===== config.mk =====
export PLATFORM = sky130hd
export DESIGN_NAME = isfc_front_cfg
export DESIGN_NICKNAME = d
export VERILOG_FILES = /design/src/isfc_pkg.sv /design/src/isfc_front_cfg.sv /design/src/isfc_gain_track.sv
export VERILOG_INCLUDE_DIRS = /design/src
export SDC_FILE = /design/constraint.sdc
export NUM_CORES = 1
export LEC_CHECK = 0
export CORE_UTILIZATION = 34
export CTS_BUF_LIST = sky130_fd_sc_hd__clkbuf_16
export DETAILED_ROUTE_END_ITERATION = 10
export DONT_BUFFER_PORTS = 1
export PLACE_DENSITY = 0.56
export SYNTH_ARGS = -nofsm -noshare
export SYNTH_HDL_FRONTEND = slang
export SYNTH_HIERARCHICAL = 1
export SYNTH_SLANG_ARGS = --single-unit

===== constraint.sdc =====
create_clock -name CLK_SYS_I -period 9.6 [get_ports CLK_SYS_I]
set_clock_uncertainty 0.15 [all_clocks]
set_input_delay 0.48 -clock CLK_SYS_I [delete_from_list [all_inputs] [get_ports CLK_SYS_I]]
set_output_delay 0.48 -clock CLK_SYS_I [all_outputs]
set_load 0.05 [all_outputs]

===== src/isfc_map.svh =====
// register map, field positions, reset values and timing counts
`ifndef ISFC_MAP_SVH
`define ISFC_MAP_SVH

`define ISFC_IDX_GAIN       6'h01
`define ISFC_IDX_CTRL       6'h03
`define ISFC_IDX_STAT       6'h04
`define ISFC_IDX_ROUTE      6'h10
`define ISFC_IDX_IRQ_ST     6'h20
`define ISFC_IDX_IRQ_MSK    6'h21
`define ISFC_IDX_CHAN       6'h22

`define ISFC_RST_CTRL       16'h0000
`define ISFC_RST_STAT       16'h0000
`define ISFC_RST_ROUTE      16'hF249
`define ISFC_RST_IRQ        4'h0
`define ISFC_RST_GAIN       6'h00

`define ISFC_CTRL_EXTRP_BIT 15
`define ISFC_CTRL_CHK_BIT   13
`define ISFC_CTRL_TURN_BIT  11
`define ISFC_STAT_OPEN_BIT  13
`define ISFC_CHAN_SEL_BIT   0

`define ISFC_IRQ_CHK_DONE   0
`define ISFC_IRQ_OPEN       1
`define ISFC_IRQ_TURN       2
`define ISFC_IRQ_GAIN       3

`define ISFC_GAIN_BASE      10
`define ISFC_GAIN_RATIO_M   1189
`define ISFC_PEAK_HI        12'hE00
`define ISFC_PEAK_LO        12'h400

`define ISFC_RESP_OKAY      2'h0
`define ISFC_RESP_SLVERR    2'h2

`define ISFC_CLK_NS         5
`define ISFC_OC_SETTLE_NS   10000
`define ISFC_GAIN_PERIOD_NS 1000000

`endif


===== src/isfc_pkg.sv =====
// types shared by the front-end configuration block
package isfc_pkg;

  typedef struct packed {
    logic       neg_dc;
    logic [2:0] neg_pin;
    logic [2:0] pos_pin;
  } isfc_route_t;

  typedef struct packed {
    logic [1:0] rsv_hi;
    logic [5:0] coarse;
    logic [1:0] rsv_lo;
    logic [5:0] fine;
  } isfc_gain_rb_t;

  typedef enum logic [1:0] {
    OC_IDLE,
    OC_SETTLE,
    OC_SAMPLE,
    OC_DONE
  } isfc_oc_state_t;

endpackage

===== src/isfc_front_cfg.sv =====
// receiver front-end config and status registers on an axi4-lite slave
// What this block does
// gain readback read-only, writes change nothing
// gain codes update periodically on their own
// coarse gain code read in bits 13:8
// fine gain code read in bits 5:0
// gain equals ten times 1.189 to code
// bit 15 blocks extrapolation on gain changes
// bit 13 runs open-coil check, self-clears
// bit 11 clears turn counter, self-clears
// status bit 13 set means open coil
// four rectifiers, two 2-bit selectors each
// equal selectors tie negative input to dc
// codes pick pins 0-3 or 4-7
// routing resets f249, others zero
// reserved bits read zero, writes ignored
//
// The AXI4-Lite interface to the registers was decided locally.
`timescale 1ns/1ps
`include "isfc_map.svh"
module isfc_front_cfg
  import isfc_pkg::*;
#(
  parameter int GAIN_PERIOD_CYC = `ISFC_GAIN_PERIOD_NS / `ISFC_CLK_NS,
  parameter int PEAK_W          = 12,
  parameter int N_PINS          = 8
) (
  input  wire logic              CLK_SYS_I,
  input  wire logic              RESET_I,
  input  wire logic              S_AXI_AWVALID_I,
  output logic                   S_AXI_AWREADY_O,
  input  wire logic [7:0]        S_AXI_AWADDR_I,
  input  wire logic              S_AXI_WVALID_I,
  output logic                   S_AXI_WREADY_O,
  input  wire logic [31:0]       S_AXI_WDATA_I,
  input  wire logic [3:0]        S_AXI_WSTRB_I,
  output logic                   S_AXI_BVALID_O,
  input  wire logic              S_AXI_BREADY_I,
  output logic [1:0]             S_AXI_BRESP_O,
  input  wire logic              S_AXI_ARVALID_I,
  output logic                   S_AXI_ARREADY_O,
  input  wire logic [7:0]        S_AXI_ARADDR_I,
  output logic                   S_AXI_RVALID_O,
  input  wire logic              S_AXI_RREADY_I,
  output logic [31:0]            S_AXI_RDATA_O,
  output logic [1:0]             S_AXI_RRESP_O,
  input  wire logic [PEAK_W-1:0] COARSE_PEAK_I,
  input  wire logic [PEAK_W-1:0] FINE_PEAK_I,
  input  wire logic              OSC_GAIN_CHG_I,
  input  wire logic              OFFSET_CHG_I,
  input  wire logic [N_PINS-1:0] COIL_OPEN_I,
  output logic [5:0]             COARSE_GAIN_O,
  output logic [5:0]             FINE_GAIN_O,
  output logic                   EXTRAP_ALLOW_O,
  output logic                   COIL_TEST_EN_O,
  output logic                   TURN_CNT_CLR_O,
  output isfc_route_t [3:0]      COARSE_ROUTE_O,
  output logic                   IRQ_O
);

  localparam int SETTLE_CYC =
    (`ISFC_OC_SETTLE_NS + `ISFC_CLK_NS - 1) / `ISFC_CLK_NS;
  localparam int SCNT_W = $clog2(SETTLE_CYC + 1);
  localparam int GCNT_W = $clog2(GAIN_PERIOD_CYC + 1);

  // axi write and read channel state
  logic        awready_r;
  logic        aw_got_r;
  logic [7:0]  awaddr_r;
  logic        wready_r;
  logic        w_got_r;
  logic [31:0] wdata_r;
  logic [3:0]  wstrb_r;
  logic        bvalid_r;
  logic [1:0]  bresp_r;
  logic        arready_r;
  logic        rvalid_r;
  logic [31:0] rdata_r;
  logic [1:0]  rresp_r;

  // register state
  logic        extrp_off_r;
  logic        chk_go_r;
  logic        turn_clr_r;
  logic        open_found_r;
  logic [15:0] route_r;
  logic        chan_sel_r;
  logic [3:0]  irq_st_r;
  logic [3:0]  irq_msk_r;
  logic        irq_r;
  logic        allow_r;
  logic        test_en_r;
  isfc_route_t [3:0] route_out_r;

  // open-coil check and gain timer state
  isfc_oc_state_t    oc_state_r;
  isfc_oc_state_t    oc_state_nxt;
  logic [SCNT_W-1:0] settle_cnt_r;
  logic [GCNT_W-1:0] gain_cnt_r;
  logic [N_PINS-1:0] open_meta_r;
  logic [N_PINS-1:0] open_sync_r;

  wire        aw_hs;
  wire        w_hs;
  wire        b_hs;
  wire        ar_hs;
  wire        r_hs;
  wire        do_wr;
  wire [5:0]  wr_idx;
  wire [5:0]  rd_idx;
  wire [15:0] wmask;
  wire [15:0] wval;
  wire        wr_ctrl;
  wire        wr_route;
  wire        wr_irq_st;
  wire        wr_irq_msk;
  wire        wr_chan;
  wire        wr_gain;
  wire        wr_hit;
  wire        rd_hit;
  wire [15:0] rd_val;
  wire [15:0] ctrl_rb;
  wire [15:0] stat_rb;
  wire        gain_tick;
  wire        coarse_chg;
  wire        fine_chg;
  wire        settle_end;
  wire        chk_start;
  wire [3:0]  irq_ev;
  wire [3:0]  irq_clr;
  wire [3:0]  irq_st_nxt;
  wire [5:0]  coarse_code;
  wire [5:0]  fine_code;
  isfc_gain_rb_t gain_rb;
  isfc_route_t [3:0] route_nxt;

  // handshakes and write decode
  assign aw_hs  = S_AXI_AWVALID_I & awready_r;
  assign w_hs   = S_AXI_WVALID_I & wready_r;
  assign b_hs   = bvalid_r & S_AXI_BREADY_I;
  assign ar_hs  = S_AXI_ARVALID_I & arready_r;
  assign r_hs   = rvalid_r & S_AXI_RREADY_I;
  assign do_wr  = aw_got_r & w_got_r & ~bvalid_r;
  assign wr_idx = awaddr_r[7:2];
  assign rd_idx = S_AXI_ARADDR_I[7:2];
  assign wmask  = {{8{wstrb_r[1]}}, {8{wstrb_r[0]}}};
  assign wval   = wdata_r[15:0] & wmask;

  assign wr_gain    = do_wr && (wr_idx == `ISFC_IDX_GAIN);
  assign wr_ctrl    = do_wr && (wr_idx == `ISFC_IDX_CTRL);
  assign wr_route   = do_wr && (wr_idx == `ISFC_IDX_ROUTE);
  assign wr_irq_st  = do_wr && (wr_idx == `ISFC_IDX_IRQ_ST);
  assign wr_irq_msk = do_wr && (wr_idx == `ISFC_IDX_IRQ_MSK);
  assign wr_chan    = do_wr && (wr_idx == `ISFC_IDX_CHAN);
  assign wr_hit = wr_gain | wr_ctrl | wr_route | wr_irq_st | wr_irq_msk |
                  wr_chan | (do_wr && (wr_idx == `ISFC_IDX_STAT));

  // readback words, reserved bits zero
  assign gain_rb.rsv_hi = 2'h0;
  assign gain_rb.coarse = coarse_code;
  assign gain_rb.rsv_lo = 2'h0;
  assign gain_rb.fine   = fine_code;
  assign ctrl_rb = (16'(extrp_off_r) << `ISFC_CTRL_EXTRP_BIT) |
                   (16'(chk_go_r) << `ISFC_CTRL_CHK_BIT) |
                   (16'(turn_clr_r) << `ISFC_CTRL_TURN_BIT);
  assign stat_rb = 16'(open_found_r) << `ISFC_STAT_OPEN_BIT;

  assign rd_hit = (rd_idx == `ISFC_IDX_GAIN) | (rd_idx == `ISFC_IDX_CTRL) |
                  (rd_idx == `ISFC_IDX_STAT) | (rd_idx == `ISFC_IDX_ROUTE) |
                  (rd_idx == `ISFC_IDX_IRQ_ST) |
                  (rd_idx == `ISFC_IDX_IRQ_MSK) |
                  (rd_idx == `ISFC_IDX_CHAN);
  assign rd_val =
    (rd_idx == `ISFC_IDX_GAIN)    ? gain_rb :
    (rd_idx == `ISFC_IDX_CTRL)    ? ctrl_rb :
    (rd_idx == `ISFC_IDX_STAT)    ? stat_rb :
    (rd_idx == `ISFC_IDX_ROUTE)   ? route_r :
    (rd_idx == `ISFC_IDX_IRQ_ST)  ? {12'h000, irq_st_r} :
    (rd_idx == `ISFC_IDX_IRQ_MSK) ? {12'h000, irq_msk_r} :
    (rd_idx == `ISFC_IDX_CHAN)    ? {15'h0000, chan_sel_r} : 16'h0000;

  // axi write path
  always_ff @(posedge CLK_SYS_I) begin
    if (RESET_I) begin
      awready_r <= 1'b1;
      aw_got_r  <= 1'b0;
      awaddr_r  <= 8'h00;
      wready_r  <= 1'b1;
      w_got_r   <= 1'b0;
      wdata_r   <= 32'h0000_0000;
      wstrb_r   <= 4'h0;
      bvalid_r  <= 1'b0;
      bresp_r   <= `ISFC_RESP_OKAY;
    end else begin
      if (aw_hs) begin
        awaddr_r <= S_AXI_AWADDR_I;
      end
      if (w_hs) begin
        wdata_r <= S_AXI_WDATA_I;
        wstrb_r <= S_AXI_WSTRB_I;
      end
      awready_r <= aw_hs ? 1'b0 : (b_hs ? 1'b1 : awready_r);
      wready_r  <= w_hs ? 1'b0 : (b_hs ? 1'b1 : wready_r);
      aw_got_r  <= aw_hs ? 1'b1 : (do_wr ? 1'b0 : aw_got_r);
      w_got_r   <= w_hs ? 1'b1 : (do_wr ? 1'b0 : w_got_r);
      bvalid_r  <= do_wr ? 1'b1 : (b_hs ? 1'b0 : bvalid_r);
      if (do_wr) begin
        bresp_r <= wr_hit ? `ISFC_RESP_OKAY : `ISFC_RESP_SLVERR;
      end
    end
  end

  // axi read path
  always_ff @(posedge CLK_SYS_I) begin
    if (RESET_I) begin
      arready_r <= 1'b1;
      rvalid_r  <= 1'b0;
      rdata_r   <= 32'h0000_0000;
      rresp_r   <= `ISFC_RESP_OKAY;
    end else begin
      arready_r <= ar_hs ? 1'b0 : (r_hs ? 1'b1 : arready_r);
      rvalid_r  <= ar_hs ? 1'b1 : (r_hs ? 1'b0 : rvalid_r);
      if (ar_hs) begin
        rdata_r <= {16'h0000, rd_val};
        rresp_r <= rd_hit ? `ISFC_RESP_OKAY : `ISFC_RESP_SLVERR;
      end
    end
  end

  // periodic gain update tick
  assign gain_tick = (gain_cnt_r == GCNT_W'(GAIN_PERIOD_CYC - 1));

  always_ff @(posedge CLK_SYS_I) begin
    if (RESET_I) begin
      gain_cnt_r <= '0;
    end else begin
      gain_cnt_r <= gain_tick ? '0 : gain_cnt_r + GCNT_W'(1);
    end
  end

  // codes drive the amplifier: gain = base * ratio ** code
  isfc_gain_track #(
    .PEAK_W (PEAK_W),
    .CODE_W (6)
  ) u_coarse_gain (
    .clk_i     (CLK_SYS_I),
    .reset_i   (RESET_I),
    .tick_i    (gain_tick),
    .peak_i    (COARSE_PEAK_I),
    .code_o    (coarse_code),
    .changed_o (coarse_chg)
  );

  isfc_gain_track #(
    .PEAK_W (PEAK_W),
    .CODE_W (6)
  ) u_fine_gain (
    .clk_i     (CLK_SYS_I),
    .reset_i   (RESET_I),
    .tick_i    (gain_tick),
    .peak_i    (FINE_PEAK_I),
    .code_o    (fine_code),
    .changed_o (fine_chg)
  );

  assign COARSE_GAIN_O = coarse_code;
  assign FINE_GAIN_O   = fine_code;

  // open-coil detector sequence
  assign chk_start  = wr_ctrl && wstrb_r[1] &&
                      wdata_r[`ISFC_CTRL_CHK_BIT];
  assign settle_end = (settle_cnt_r == SCNT_W'(SETTLE_CYC - 1));

  always_comb begin
    oc_state_nxt = oc_state_r;
    case (oc_state_r)
      OC_IDLE: begin
        if (chk_go_r) begin
          oc_state_nxt = OC_SETTLE;
        end
      end
      OC_SETTLE: begin
        if (settle_end) begin
          oc_state_nxt = OC_SAMPLE;
        end
      end
      OC_SAMPLE: oc_state_nxt = OC_DONE;
      OC_DONE:   oc_state_nxt = OC_IDLE;
      default:   oc_state_nxt = OC_IDLE;
    endcase
  end

  always_ff @(posedge CLK_SYS_I) begin
    if (RESET_I) begin
      open_meta_r <= '0;
      open_sync_r <= '0;
    end else begin
      open_meta_r <= COIL_OPEN_I;
      open_sync_r <= open_meta_r;
    end
  end

  always_ff @(posedge CLK_SYS_I) begin
    if (RESET_I) begin
      oc_state_r   <= OC_IDLE;
      settle_cnt_r <= '0;
      chk_go_r     <= 1'b0;
      open_found_r <= 1'b0;
      test_en_r    <= 1'b0;
    end else begin
      oc_state_r   <= oc_state_nxt;
      settle_cnt_r <= (oc_state_r == OC_SETTLE) ?
                      settle_cnt_r + SCNT_W'(1) : '0;
      test_en_r    <= (oc_state_nxt == OC_SETTLE) ||
                      (oc_state_nxt == OC_SAMPLE);
      if (oc_state_r == OC_SAMPLE) begin
        open_found_r <= |open_sync_r;
      end
      if (oc_state_r == OC_DONE) begin
        chk_go_r <= 1'b0;
      end else if (chk_start && (oc_state_r == OC_IDLE)) begin
        chk_go_r <= 1'b1;
      end
    end
  end

  // control, routing and interrupt registers
  assign irq_ev[`ISFC_IRQ_CHK_DONE] = (oc_state_r == OC_DONE);
  assign irq_ev[`ISFC_IRQ_OPEN]     = (oc_state_r == OC_SAMPLE) &
                                      (|open_sync_r);
  assign irq_ev[`ISFC_IRQ_TURN]     = turn_clr_r;
  assign irq_ev[`ISFC_IRQ_GAIN]     = coarse_chg | fine_chg;
  assign irq_clr    = wr_irq_st ? (wval[3:0]) : 4'h0;
  assign irq_st_nxt = (irq_st_r & ~irq_clr) | irq_ev;

  always_ff @(posedge CLK_SYS_I) begin
    if (RESET_I) begin
      extrp_off_r <= 1'(`ISFC_RST_CTRL >> `ISFC_CTRL_EXTRP_BIT);
      turn_clr_r  <= 1'b0;
      route_r     <= `ISFC_RST_ROUTE;
      chan_sel_r  <= 1'b0;
      irq_st_r    <= `ISFC_RST_IRQ;
      irq_msk_r   <= `ISFC_RST_IRQ;
      irq_r       <= 1'b0;
      allow_r     <= 1'b1;
    end else begin
      if (wr_ctrl && wstrb_r[1]) begin
        extrp_off_r <= wdata_r[`ISFC_CTRL_EXTRP_BIT];
      end
      turn_clr_r <= wr_ctrl && wstrb_r[1] &&
                    wdata_r[`ISFC_CTRL_TURN_BIT];
      if (wr_route) begin
        route_r <= (route_r & ~wmask) | wval;
      end
      if (wr_chan && wstrb_r[0]) begin
        chan_sel_r <= wdata_r[`ISFC_CHAN_SEL_BIT];
      end
      if (wr_irq_msk) begin
        irq_msk_r <= (irq_msk_r & ~wmask[3:0]) | wval[3:0];
      end
      irq_st_r <= irq_st_nxt;
      irq_r    <= |(irq_st_r & irq_msk_r);
      allow_r  <= ~(extrp_off_r & (coarse_chg | fine_chg |
                   OSC_GAIN_CHG_I | OFFSET_CHG_I));
    end
  end

  // rectifier input routing decode
  for (genvar i = 0; i < 4; i++) begin : g_route
    assign route_nxt[i].pos_pin = {chan_sel_r, route_r[4*i+3 -: 2]};
    assign route_nxt[i].neg_pin = {chan_sel_r, route_r[4*i+1 -: 2]};
    assign route_nxt[i].neg_dc  =
      (route_r[4*i+1 -: 2] == route_r[4*i+3 -: 2]);
  end

  always_ff @(posedge CLK_SYS_I) begin
    if (RESET_I) begin
      route_out_r <= '0;
    end else begin
      route_out_r <= route_nxt;
    end
  end

  assign S_AXI_AWREADY_O = awready_r;
  assign S_AXI_WREADY_O  = wready_r;
  assign S_AXI_BVALID_O  = bvalid_r;
  assign S_AXI_BRESP_O   = bresp_r;
  assign S_AXI_ARREADY_O = arready_r;
  assign S_AXI_RVALID_O  = rvalid_r;
  assign S_AXI_RDATA_O   = rdata_r;
  assign S_AXI_RRESP_O   = rresp_r;
  assign EXTRAP_ALLOW_O  = allow_r;
  assign COIL_TEST_EN_O  = test_en_r;
  assign TURN_CNT_CLR_O  = turn_clr_r;
  assign COARSE_ROUTE_O  = route_out_r;
  assign IRQ_O           = irq_r;

  // checks
  property p_gain_ro;
    @(posedge CLK_SYS_I) disable iff (RESET_I)
    wr_gain && !gain_tick |=> $stable(coarse_code) && $stable(fine_code);
  endproperty
  a_gain_ro: assert property (p_gain_ro) else $error("gain written");

  property p_gain_dn;
    @(posedge CLK_SYS_I) disable iff (RESET_I)
    gain_tick && (FINE_PEAK_I > `ISFC_PEAK_HI) && (fine_code != 6'h00)
    |=> fine_code == $past(fine_code) - 6'h01;
  endproperty
  a_gain_dn: assert property (p_gain_dn) else $error("gain no step");

  property p_gain_rd;
    @(posedge CLK_SYS_I) disable iff (RESET_I)
    ar_hs && (rd_idx == `ISFC_IDX_GAIN) |=>
    S_AXI_RDATA_O == {18'h00000, $past(coarse_code), 2'h0, $past(fine_code)};
  endproperty
  a_gain_rd: assert property (p_gain_rd) else $error("gain readback");

  property p_extrap;
    @(posedge CLK_SYS_I) disable iff (RESET_I)
    extrp_off_r && OSC_GAIN_CHG_I |=> !EXTRAP_ALLOW_O;
  endproperty
  a_extrap: assert property (p_extrap) else $error("extrap allowed");

  property p_chk_clr;
    @(posedge CLK_SYS_I) disable iff (RESET_I)
    oc_state_r == OC_DONE |=> !chk_go_r ##1 oc_state_r == OC_IDLE;
  endproperty
  a_chk_clr: assert property (p_chk_clr) else $error("go not cleared");

  property p_turn;
    @(posedge CLK_SYS_I) disable iff (RESET_I)
    wr_ctrl && wstrb_r[1] && wdata_r[`ISFC_CTRL_TURN_BIT]
    |=> TURN_CNT_CLR_O ##1 !TURN_CNT_CLR_O;
  endproperty
  a_turn: assert property (p_turn) else $error("turn clear pulse");

  property p_open;
    @(posedge CLK_SYS_I) disable iff (RESET_I)
    oc_state_r == OC_SAMPLE |=> open_found_r == $past(|open_sync_r);
  endproperty
  a_open: assert property (p_open) else $error("open flag");

  property p_dc;
    @(posedge CLK_SYS_I) disable iff (RESET_I)
    1'b1 |=> COARSE_ROUTE_O[0].neg_dc == ($past(route_r[1:0]) ==
                                          $past(route_r[3:2]));
  endproperty
  a_dc: assert property (p_dc) else $error("dc tie");

  property p_rsv;
    @(posedge CLK_SYS_I) disable iff (RESET_I)
    S_AXI_RVALID_O |-> S_AXI_RDATA_O[31:16] == 16'h0000;
  endproperty
  a_rsv: assert property (p_rsv) else $error("reserved bits set");

endmodule


===== src/isfc_gain_track.sv =====
// autonomous amplifier gain code tracker for one coil block
`timescale 1ns/1ps
`include "isfc_map.svh"
module isfc_gain_track #(
  parameter int PEAK_W = 12,
  parameter int CODE_W = 6
) (
  input  wire logic              clk_i,
  input  wire logic              reset_i,
  input  wire logic              tick_i,
  input  wire logic [PEAK_W-1:0] peak_i,
  output logic      [CODE_W-1:0] code_o,
  output logic                   changed_o
);

  logic [CODE_W-1:0] code_r;
  logic [CODE_W-1:0] code_nxt;
  logic              chg_r;
  wire               step_up;
  wire               step_dn;

  // too small: more gain; too large: less gain
  assign step_up = tick_i && (peak_i < `ISFC_PEAK_LO) && (code_r != '1);
  assign step_dn = tick_i && (peak_i > `ISFC_PEAK_HI) && (code_r != '0);
  assign code_nxt = step_up ? code_r + CODE_W'(1) :
                    step_dn ? code_r - CODE_W'(1) : code_r;

  always_ff @(posedge clk_i) begin
    if (reset_i) begin
      code_r <= `ISFC_RST_GAIN;
      chg_r  <= 1'b0;
    end else begin
      code_r <= code_nxt;
      chg_r  <= step_up | step_dn;
    end
  end

  assign code_o    = code_r;
  assign changed_o = chg_r;

endmodule


==> results of run 1 <==
[path summary, 6_finish.rpt]
path / to / slack (ns) / cells after the start
setup reg to reg: u_coarse_gain/code_o[5] / 5.92 / 10
hold reg to reg: open_sync_r[4] / 0.29 / 1
setup / recovery: u_coarse_gain/code_o[5] / 5.92 / 10
hold / removal: open_meta_r[5] / 0.03 / 1
[stage by stage]
stage / power, mW / worst slack [ns] / instances
final: 1.48 / 5.92 / 1015
after global routing: 1.54 / 5.71 / 1014
after CTS: 1.50 / 5.93 / 1014
after detailed placement: 0.823 / 5.96 / 979
after global placement: 0.822 / 6.00 / 979
after floorplan: 0.821 / 6.55 / 765
[power by group through the flow]
stage / Clock, mW / Combinational [mW] / Sequential [mW]
global route: 0.711 / 0.0877 / 0.741
global placement: 0 / 0.0680 / 0.754
CTS: 0.676 / 0.0800 / 0.739
detailed placement: 0 / 0.0685 / 0.754
finish: 0.661 / 0.0795 / 0.739
floorplan: 0 / 0.0735 / 0.747
[synth_stat cells, types with 4 or more instances]
master / instances / area [sq um]
dfxtp_1: 163 / 3260
nand2_1: 78 / 293
nor2_1: 73 / 274
a21oi_1: 60 / 300
nor2b_1: 38 / 238
mux2i_1: 32 / 320
buf_4: 26 / 195
xor2_1: 25 / 219
o21ai_0: 24 / 120
nand3_1: 22 / 110
clkbuf_1: 19 / 71.3
nand4_1: 15 / 93.8
nor3_1: 14 / 70.1
xnor2_1: 14 / 123
a21o_1: 10 / 75.1
ha_1: 10 / 125
nand2b_1: 8 / 50.1
a221oi_1: 7 / 61.3
and3_1: 7 / 43.8
nor4_1: 6 / 37.5
and4_1: 5 / 43.8
buf_6: 5 / 56.3
inv_1: 5 / 18.8
or3_1: 5 / 31.3
a211oi_1: 4 / 30.0
and2_1: 4 / 25.0
nand3b_1: 4 / 30.0
nor4_4: 4 / 85.1
[metal layers]
layer / routed length (microns) / track usage (%) / vias to the layer above
met5: 0 / 0 / -
li1: - / - / 2547
met1: 8150 / 21.6 / 2448
met2: 7940 / 26.3 / 116
met4: 409 / 6.25 / 0
met3: 877 / 5.11 / 25
[cell type report]
cell class | instances | area (sq um)
flip-flops and latches | 163 | 3270
fillers | 2080 | 12600
inverters | 5 | 18.8
multi-input cells | 540 | 3480
repair buffers | 4 | 65.1
well taps | 270 | 338
clock buffers | 17 | 425
diodes | 1 | 2.50
clock inverters | 15 | 146
[worst reg2reg max path, delay by kind of cell, from the launching register on]
| kind | cells | cell delay (ns) |
|---|---|---|
| AO/OA/AOI/OAI | 5 | 0.94 |
| adder cells (fa/ha/maj) | 1 | 0.44 |
| AND/OR/NAND/NOR | 4 | 1.66 |
| flip-flops | 1 | 0.40 |
[kinds of logic after synthesis]
family / Yosys count / synth area share [%]
AND/OR/NAND/NOR: 308 / 24.2
buffers and inverters: 62 / 5.29
AO/OA/AOI/OAI: 131 / 12.4
XOR/XNOR: 39 / 4.84
flip-flops: 163 / 46.3
adder cells (fa/ha/maj): 12 / 2.34
other: 1 / 0.0532
multiplexers: 32 / 4.54
==> out/qor.csv, run 1 <==
metric,value,unit
vias per inst,5.06,
"most used cell, CP",o21ai_0,
die width,146,microns
initial core utilization,34.7,%
Sw Ratio,26.8,%
routed wire length,17.4,mm
Die ar.,0.0213,sq mm
power share of the clock group,44.7,%
crit-path max FO,11,
Post-DP Area,0.00711,sq mm
WP buf/inv,0,
worst slew pin tran,1.11,ns
later-pin clock latency in the skew report,0.42,ns
I/O pin count,178,
cts bufs inserted,17,
root buf cell,clkbuf_16,
Sum Neg Setup Slack,0,ns
Syn Area/Cell,9.43,sq um
WS Path Type,reg2reg,
# DRC,0,
HP Start,COIL_OPEN_I[5],
cts hold-fix bufs,3,
Hold Crit Class,in2reg,
RSZ-0062 raised after global routing,no,
grt total ovfl,0,
Pins Over Slew Limit,0,
most frequent cells in the layout,"dfxtp_1, nand2_1, nor2_1",
Post-synth EDFFs,0,
Area Overhead vs Synth,9.80,%
total global-route track usage,16.8,%
main flop type after synthesis,dfxtp_1,
initial antenna violation count,1,
Cell variety after synth,67,
# Max-Cap Violations,0,
worst-case vdd ir drop,0.113,mV
CTS tree,done,
Net Switching,0.396,mW
LEAKAGE,2.86,nW
worst stage delay on the critical path,0.83,ns
Post-synth ARST share,0,%
synth warn,6,
Final nets,836,
Final Util,38.1,%
cell area power density,191,mW/mm^2
Int Pwr,1.08,mW
Min Hold Slack,0.0296,ns
dpl hpwl,11.4,mm
Rel. slew slack,26.4,%
Die Y,146,microns
"Period Utilization, post-route",38.3,%
share of total power in combinational logic,5.4,%
"flops & latches, synth",163,
crit path DAT,3.85,ns
initial drt markers,327,
final setup fails,0,
DR WL/cell,17.1,microns
mapped cell area,0.00705,sq mm
routability congestion estimate from global placement,0.793,
# Post-CTS Setup Buffers,0,
via count,5136,
startpoint types,flop,
outcome,"finished, final reports clean",
Max Clock Freq,0.272,GHz
pin count of the biggest net entering global routing,47,
fin area,0.00774,sq mm
Seq pwr share,50.0,%
"antenna viol nets, final",0,
Port Buffers,0,
clock sink total,163,
Final Critical Period,3.68,ns
core region area,0.0203,sq mm
post-synthesis sequential area ratio,46.3,%
start of the worst register-to-register path,gain_cnt_r[2],
PostCTS Resize Cnt,0,
H-tree depth,4,
layout cells sized above 1,8.74,%
Post-Syn Instances,748,
"most common cell after layout, fill and taps aside",dfxtp_1,
Worst Path Required,9.77,ns
"Hold Violations, Final",0,
CP Cell Sequence,and4_1 -> nand2_1 -> nor3_1 -> o211ai_4 -> ha_1 -> o21ai_0 -> o21ai_0 -> a21o_1 -> a41oi_2 -> nor2b_1,
vias in the first global route,4896,
clock buffer depth,2,
first-pass GRT wire length,27.5,mm
Worst setup EP type,flop,
crit-path leading delay family,simple AND/OR/NAND/NOR gates,
CP startpoint,gain_cnt_r[2],
Clock transition at path regs,0.07,ns
Pre-antenna DRT Iters,7,
standard-cell rows,52,
Critical-path top delay cell,nor3_1,
Power figures use the tool's default switching activity.
==> run 2, diff against run 1 <==
--- a/config.mk
+++ b/config.mk
@@ -6,6 +6,7 @@
 export SDC_FILE = /design/constraint.sdc
 export NUM_CORES = 1
 export LEC_CHECK = 0
+export ABC_AREA = 1
 export CORE_UTILIZATION = 34
 export CTS_BUF_LIST = sky130_fd_sc_hd__clkbuf_16
 export DETAILED_ROUTE_END_ITERATION = 10
==> constraint.sdc (replaced) <==
create_clock -name CLK_SYS_I -period 3.4 [get_ports CLK_SYS_I]
set_clock_uncertainty 0.15 [all_clocks]
set_input_delay 0.17 -clock CLK_SYS_I [delete_from_list [all_inputs] [get_ports CLK_SYS_I]]
set_output_delay 0.17 -clock CLK_SYS_I [all_outputs]
set_load 0.05 [all_outputs]
==> run 2 against run 1 <==
Fmax increased by 20%; total power increased to 2.9 times the previous value; critical path depth increased by 9; worst setup slack got worse by 5.6 ns; synthesized cell count increased by 31%; wire length increased by 10%; global-route usage increased by 1.2 points; flip-flop and latch count unchanged; synthesized area increased by 4.3%; sequential share of layout area decreased by 5.4 points; clock power increased to 2.8 times the previous value; critical path type unchanged; critical endpoint is now u_fine_gain/code_o[5]; largest power group unchanged.
==> out/qor.csv, run 2 <==
metric,value,unit,change
CP Cell Sequence,ha_1 -> nand3_1 -> inv_2 -> nand3_1 -> inv_1 -> nand2_1 -> nor4_2 -> buf_4 -> nor3b_4 -> nand2_4 -> ha_1 -> a21oi_1 -> nand2_1 -> nor2_1 -> inv_1 -> nand2_1 -> nand2_1 -> nand2_1 -> nand2_1,,
core region area,0.0211,sq mm,+3.9%
vias per inst,4.77,,-5.7%
RSZ-0062 raised after global routing,no,,
final setup fails,0,,unchanged
share of total power in combinational logic,7.2,%,+1.8 points
power share of the clock group,43.9,%,-0.8 points
Post-Syn Instances,982,,+31%
routability congestion estimate from global placement,0.889,,+12%
capturing point of the worst reg2reg path,u_fine_gain/code_o[5],,
CTS tree,done,,
initial drt markers,429,,+31%
start of the worst register-to-register path,gain_cnt_r[0],,
root buf cell,clkbuf_16,,
# DRC,0,,unchanged
Pre-antenna DRT Iters,5,,-2
WP buf/inv,4,,+4
Pins Over Slew Limit,0,,unchanged
Max Clock Freq,0.325,GHz,+20%
Rel. slew slack,26.5,%,+0.081 points
"Hold Violations, Final",0,,unchanged
DR WL/cell,14.3,microns,-17%
WHS Path Cells,4,,+3
"Period Utilization, post-route",90.4,%,+52 points
WS Path Type,reg2reg,,
dpl hpwl,13.6,mm,+19%
Port Buffers,0,,unchanged
"most common cell after layout, fill and taps aside",nand2_1,,
Post-synth ARST share,0,%,unchanged
routed wire length,19.2,mm,+10%
reg2reg setup slack,0.33,ns,-5.60 ns
Critical-path top delay cell,dfxtp_2,,
most frequent cells in the layout,"nand2_1, dfxtp_1, nor2_1",,
LEAKAGE,3.61,nW,+26%
clock buffer depth,2,,unchanged
via count,6410,,+25%
area share of the largest cell type after synthesis,44.4,%,-1.9 points
Final nets,1160,,+39%
Net Switching,1.15,mW,+190%
clock sink total,163,,unchanged
main flop type after synthesis,dfxtp_1,,
crit path DAT,3.24,ns,-0.61 ns
Post-Place Setup Slack,0.142,ns,-5.82 ns
worst-case vdd ir drop,0.264,mV,+130%
top-count cell post-synth,nand2_1,,
Cell variety after synth,50,,-25%
first-pass GRT wire length,30.8,mm,+12%
total global-route track usage,18.0,%,+1.2 points
synth top area cells,"dfxtp_1, nand2_1, nor2_1, inv_1, a21oi_1",,
Post-synth EDFFs,0,,unchanged
# Max-Cap Violations,0,,unchanged
Sum Neg Setup Slack,0,ns,unchanged
initial core utilization,34.9,%,+0.14 points
register area,0.00327,sq mm,about the same
worst stage delay on the critical path,0.36,ns,-0.47 ns
outcome,"finished, final reports clean",,
startpoint types,flop,,
Clock transition at path regs,0.07,ns,about the same
grt total ovfl,0,,unchanged
worst slew pin tran,1.11,ns,-0.00123 ns
layout cells sized above 1,11.5,%,+2.8 points
mapped cell area,0.00735,sq mm,+4.3%
Int Pwr,3.14,mW,+190%
Final Critical Period,3.07,ns,-0.604 ns
Die Y,149,microns,+2.1%
fillers,2138,,+2.8%
Sw Ratio,26.9,%,+0.045 points
standard-cell rows,53,,+1.9%
worst reg-to-reg path cell count,19,,+9
Setup WS post-layout,0.326,ns,-5.60 ns
Synth area leader,dfxtp_1,,
CP startpoint,gain_cnt_r[0],,
later-pin clock latency in the skew report,0.43,ns,about the same
die width,149,microns,+2.1%
post-synthesis sequential area ratio,44.4,%,-1.9 points
Hold Crit Class,in2reg,,
Worst Path Required,3.57,ns,-6.20 ns
"most used cell, CP",nand2_1,,
"antenna viol nets, final",0,,unchanged
Commonest cells post-synth,"nand2_1, dfxtp_1, nor2_1",,
Die ar.,0.0222,sq mm,+4.2%
initial antenna violation count,1,,unchanged
cell area power density,483,mW/mm^2,+150%
I/O pin count,178,,unchanged
Worst setup EP type,flop,,
pin count of the biggest net entering global routing,69,,+47%
crit-path leading delay family,simple AND/OR/NAND/NOR gates,,
Area Overhead vs Synth,20.7,%,
Syn Area/Cell,7.49,sq um,-21%
footprint of the multi-input gates,0.00341,sq mm,-1.9%
cts bufs inserted,17,,unchanged
WHS Endpoint,S_AXI_ARREADY_O,,
vias in the first global route,6047,,+24%
"flops & latches, synth",163,,unchanged
Seq pwr share,48.9,%,-1.1 points
synth warn,6,,unchanged
crit-path max FO,11,,unchanged
Crit path depth,19,,+9
HP Start,S_AXI_ARVALID_I,,
H-tree depth,4,,unchanged
## run 2: cell types whose count changed after synthesis, moves of 24 or more
cell / before / now
nor2_1: 73 / 143
o21ai_0: 24 / 61
nand2_1: 78 / 187
mux2i_1: 32 / 0
nand3_1: 22 / 46
inv_1: 5 / 112
nor2b_1: 38 / 0
## run 2: repair_timing
action	in CTS	in global routing
buffers inserted	0	5
setup endpoints to repair	0	6
hold buffers	62	0
endpoints found under the hold margin	115	0
gates resized for setup	0	8
## run 2: tightest hold or removal path, cell delays in order
cell and delay, ns:
nand2_1 0.03, buf_4 0.20, o21ai_0 0.09, nand2_1 0.05
## run 2: worst max path at each step
stage                                  endpoint  slack, ns
after global routing      u_fine_gain/code_o[5]       0.01
after detailed placement  u_fine_gain/code_o[5]       0.14
after floorplan           u_fine_gain/code_o[5]       0.46
after CTS                 u_fine_gain/code_o[5]       0.13
final                     u_fine_gain/code_o[5]       0.33
after global placement    u_fine_gain/code_o[5]       0.21
## run 2: stage by stage
step                      hold WS (ns)  cell area (sq um)  total power [mW]  cells  utilization, %
after floorplan                 0.0883               7420              2.35    999               -
after global placement           0.103               7580              2.38   1244            35.9
after detailed placement         0.103               7580              2.38   1244            35.9
after CTS                      0.00303               8790              4.33   1338            41.7
after global routing            0.0269               8880              4.47   1344            42.1
final                           0.0157               8880              4.29   1344            42.1
## run 2: layout make-up
| cell class | instances | share of cell area (%) |
|---|---|---|
| repair buffers | 85 | 9.13 |
| clock inverters | 14 | 1.40 |
| multi-input cells | 665 | 38.4 |
| well taps | 275 | 3.88 |
| flip-flops and latches | 163 | 36.8 |
| inverters | 123 | 5.23 |
| diodes | 1 | 0.0282 |
| clock buffers | 18 | 5.07 |
## run 2: power by group through the flow
stage | logic [mW] | clock network [mW] | registers [mW]
finish | 0.308 | 1.88 | 2.10
global placement | 0.235 | 0 | 2.14
global route | 0.344 | 2.02 | 2.11
CTS | 0.309 | 1.92 | 2.10
detailed placement | 0.238 | 0 | 2.14
floorplan | 0.227 | 0 | 2.12
## run 2: logic make-up after synthesis
group / count (synthesis) / share of synthesized area [%]
simple gates: 452 / 27.8
other cells: 1 / 0.0510
compound gates: 173 / 13.7
flops: 163 / 44.4
fa+ha+maj: 12 / 2.25
xor+xnor: 10 / 1.19
buf+inv: 171 / 10.7
## run 2: layer usage
metal | part of all wire, % | GRT usage (%)
met1 | 46 | 23.1
met2 | 45 | 28.3
met3 | 7.8 | 6.27
met4 | 1.1 | 5.36
met5 | 0 | 0
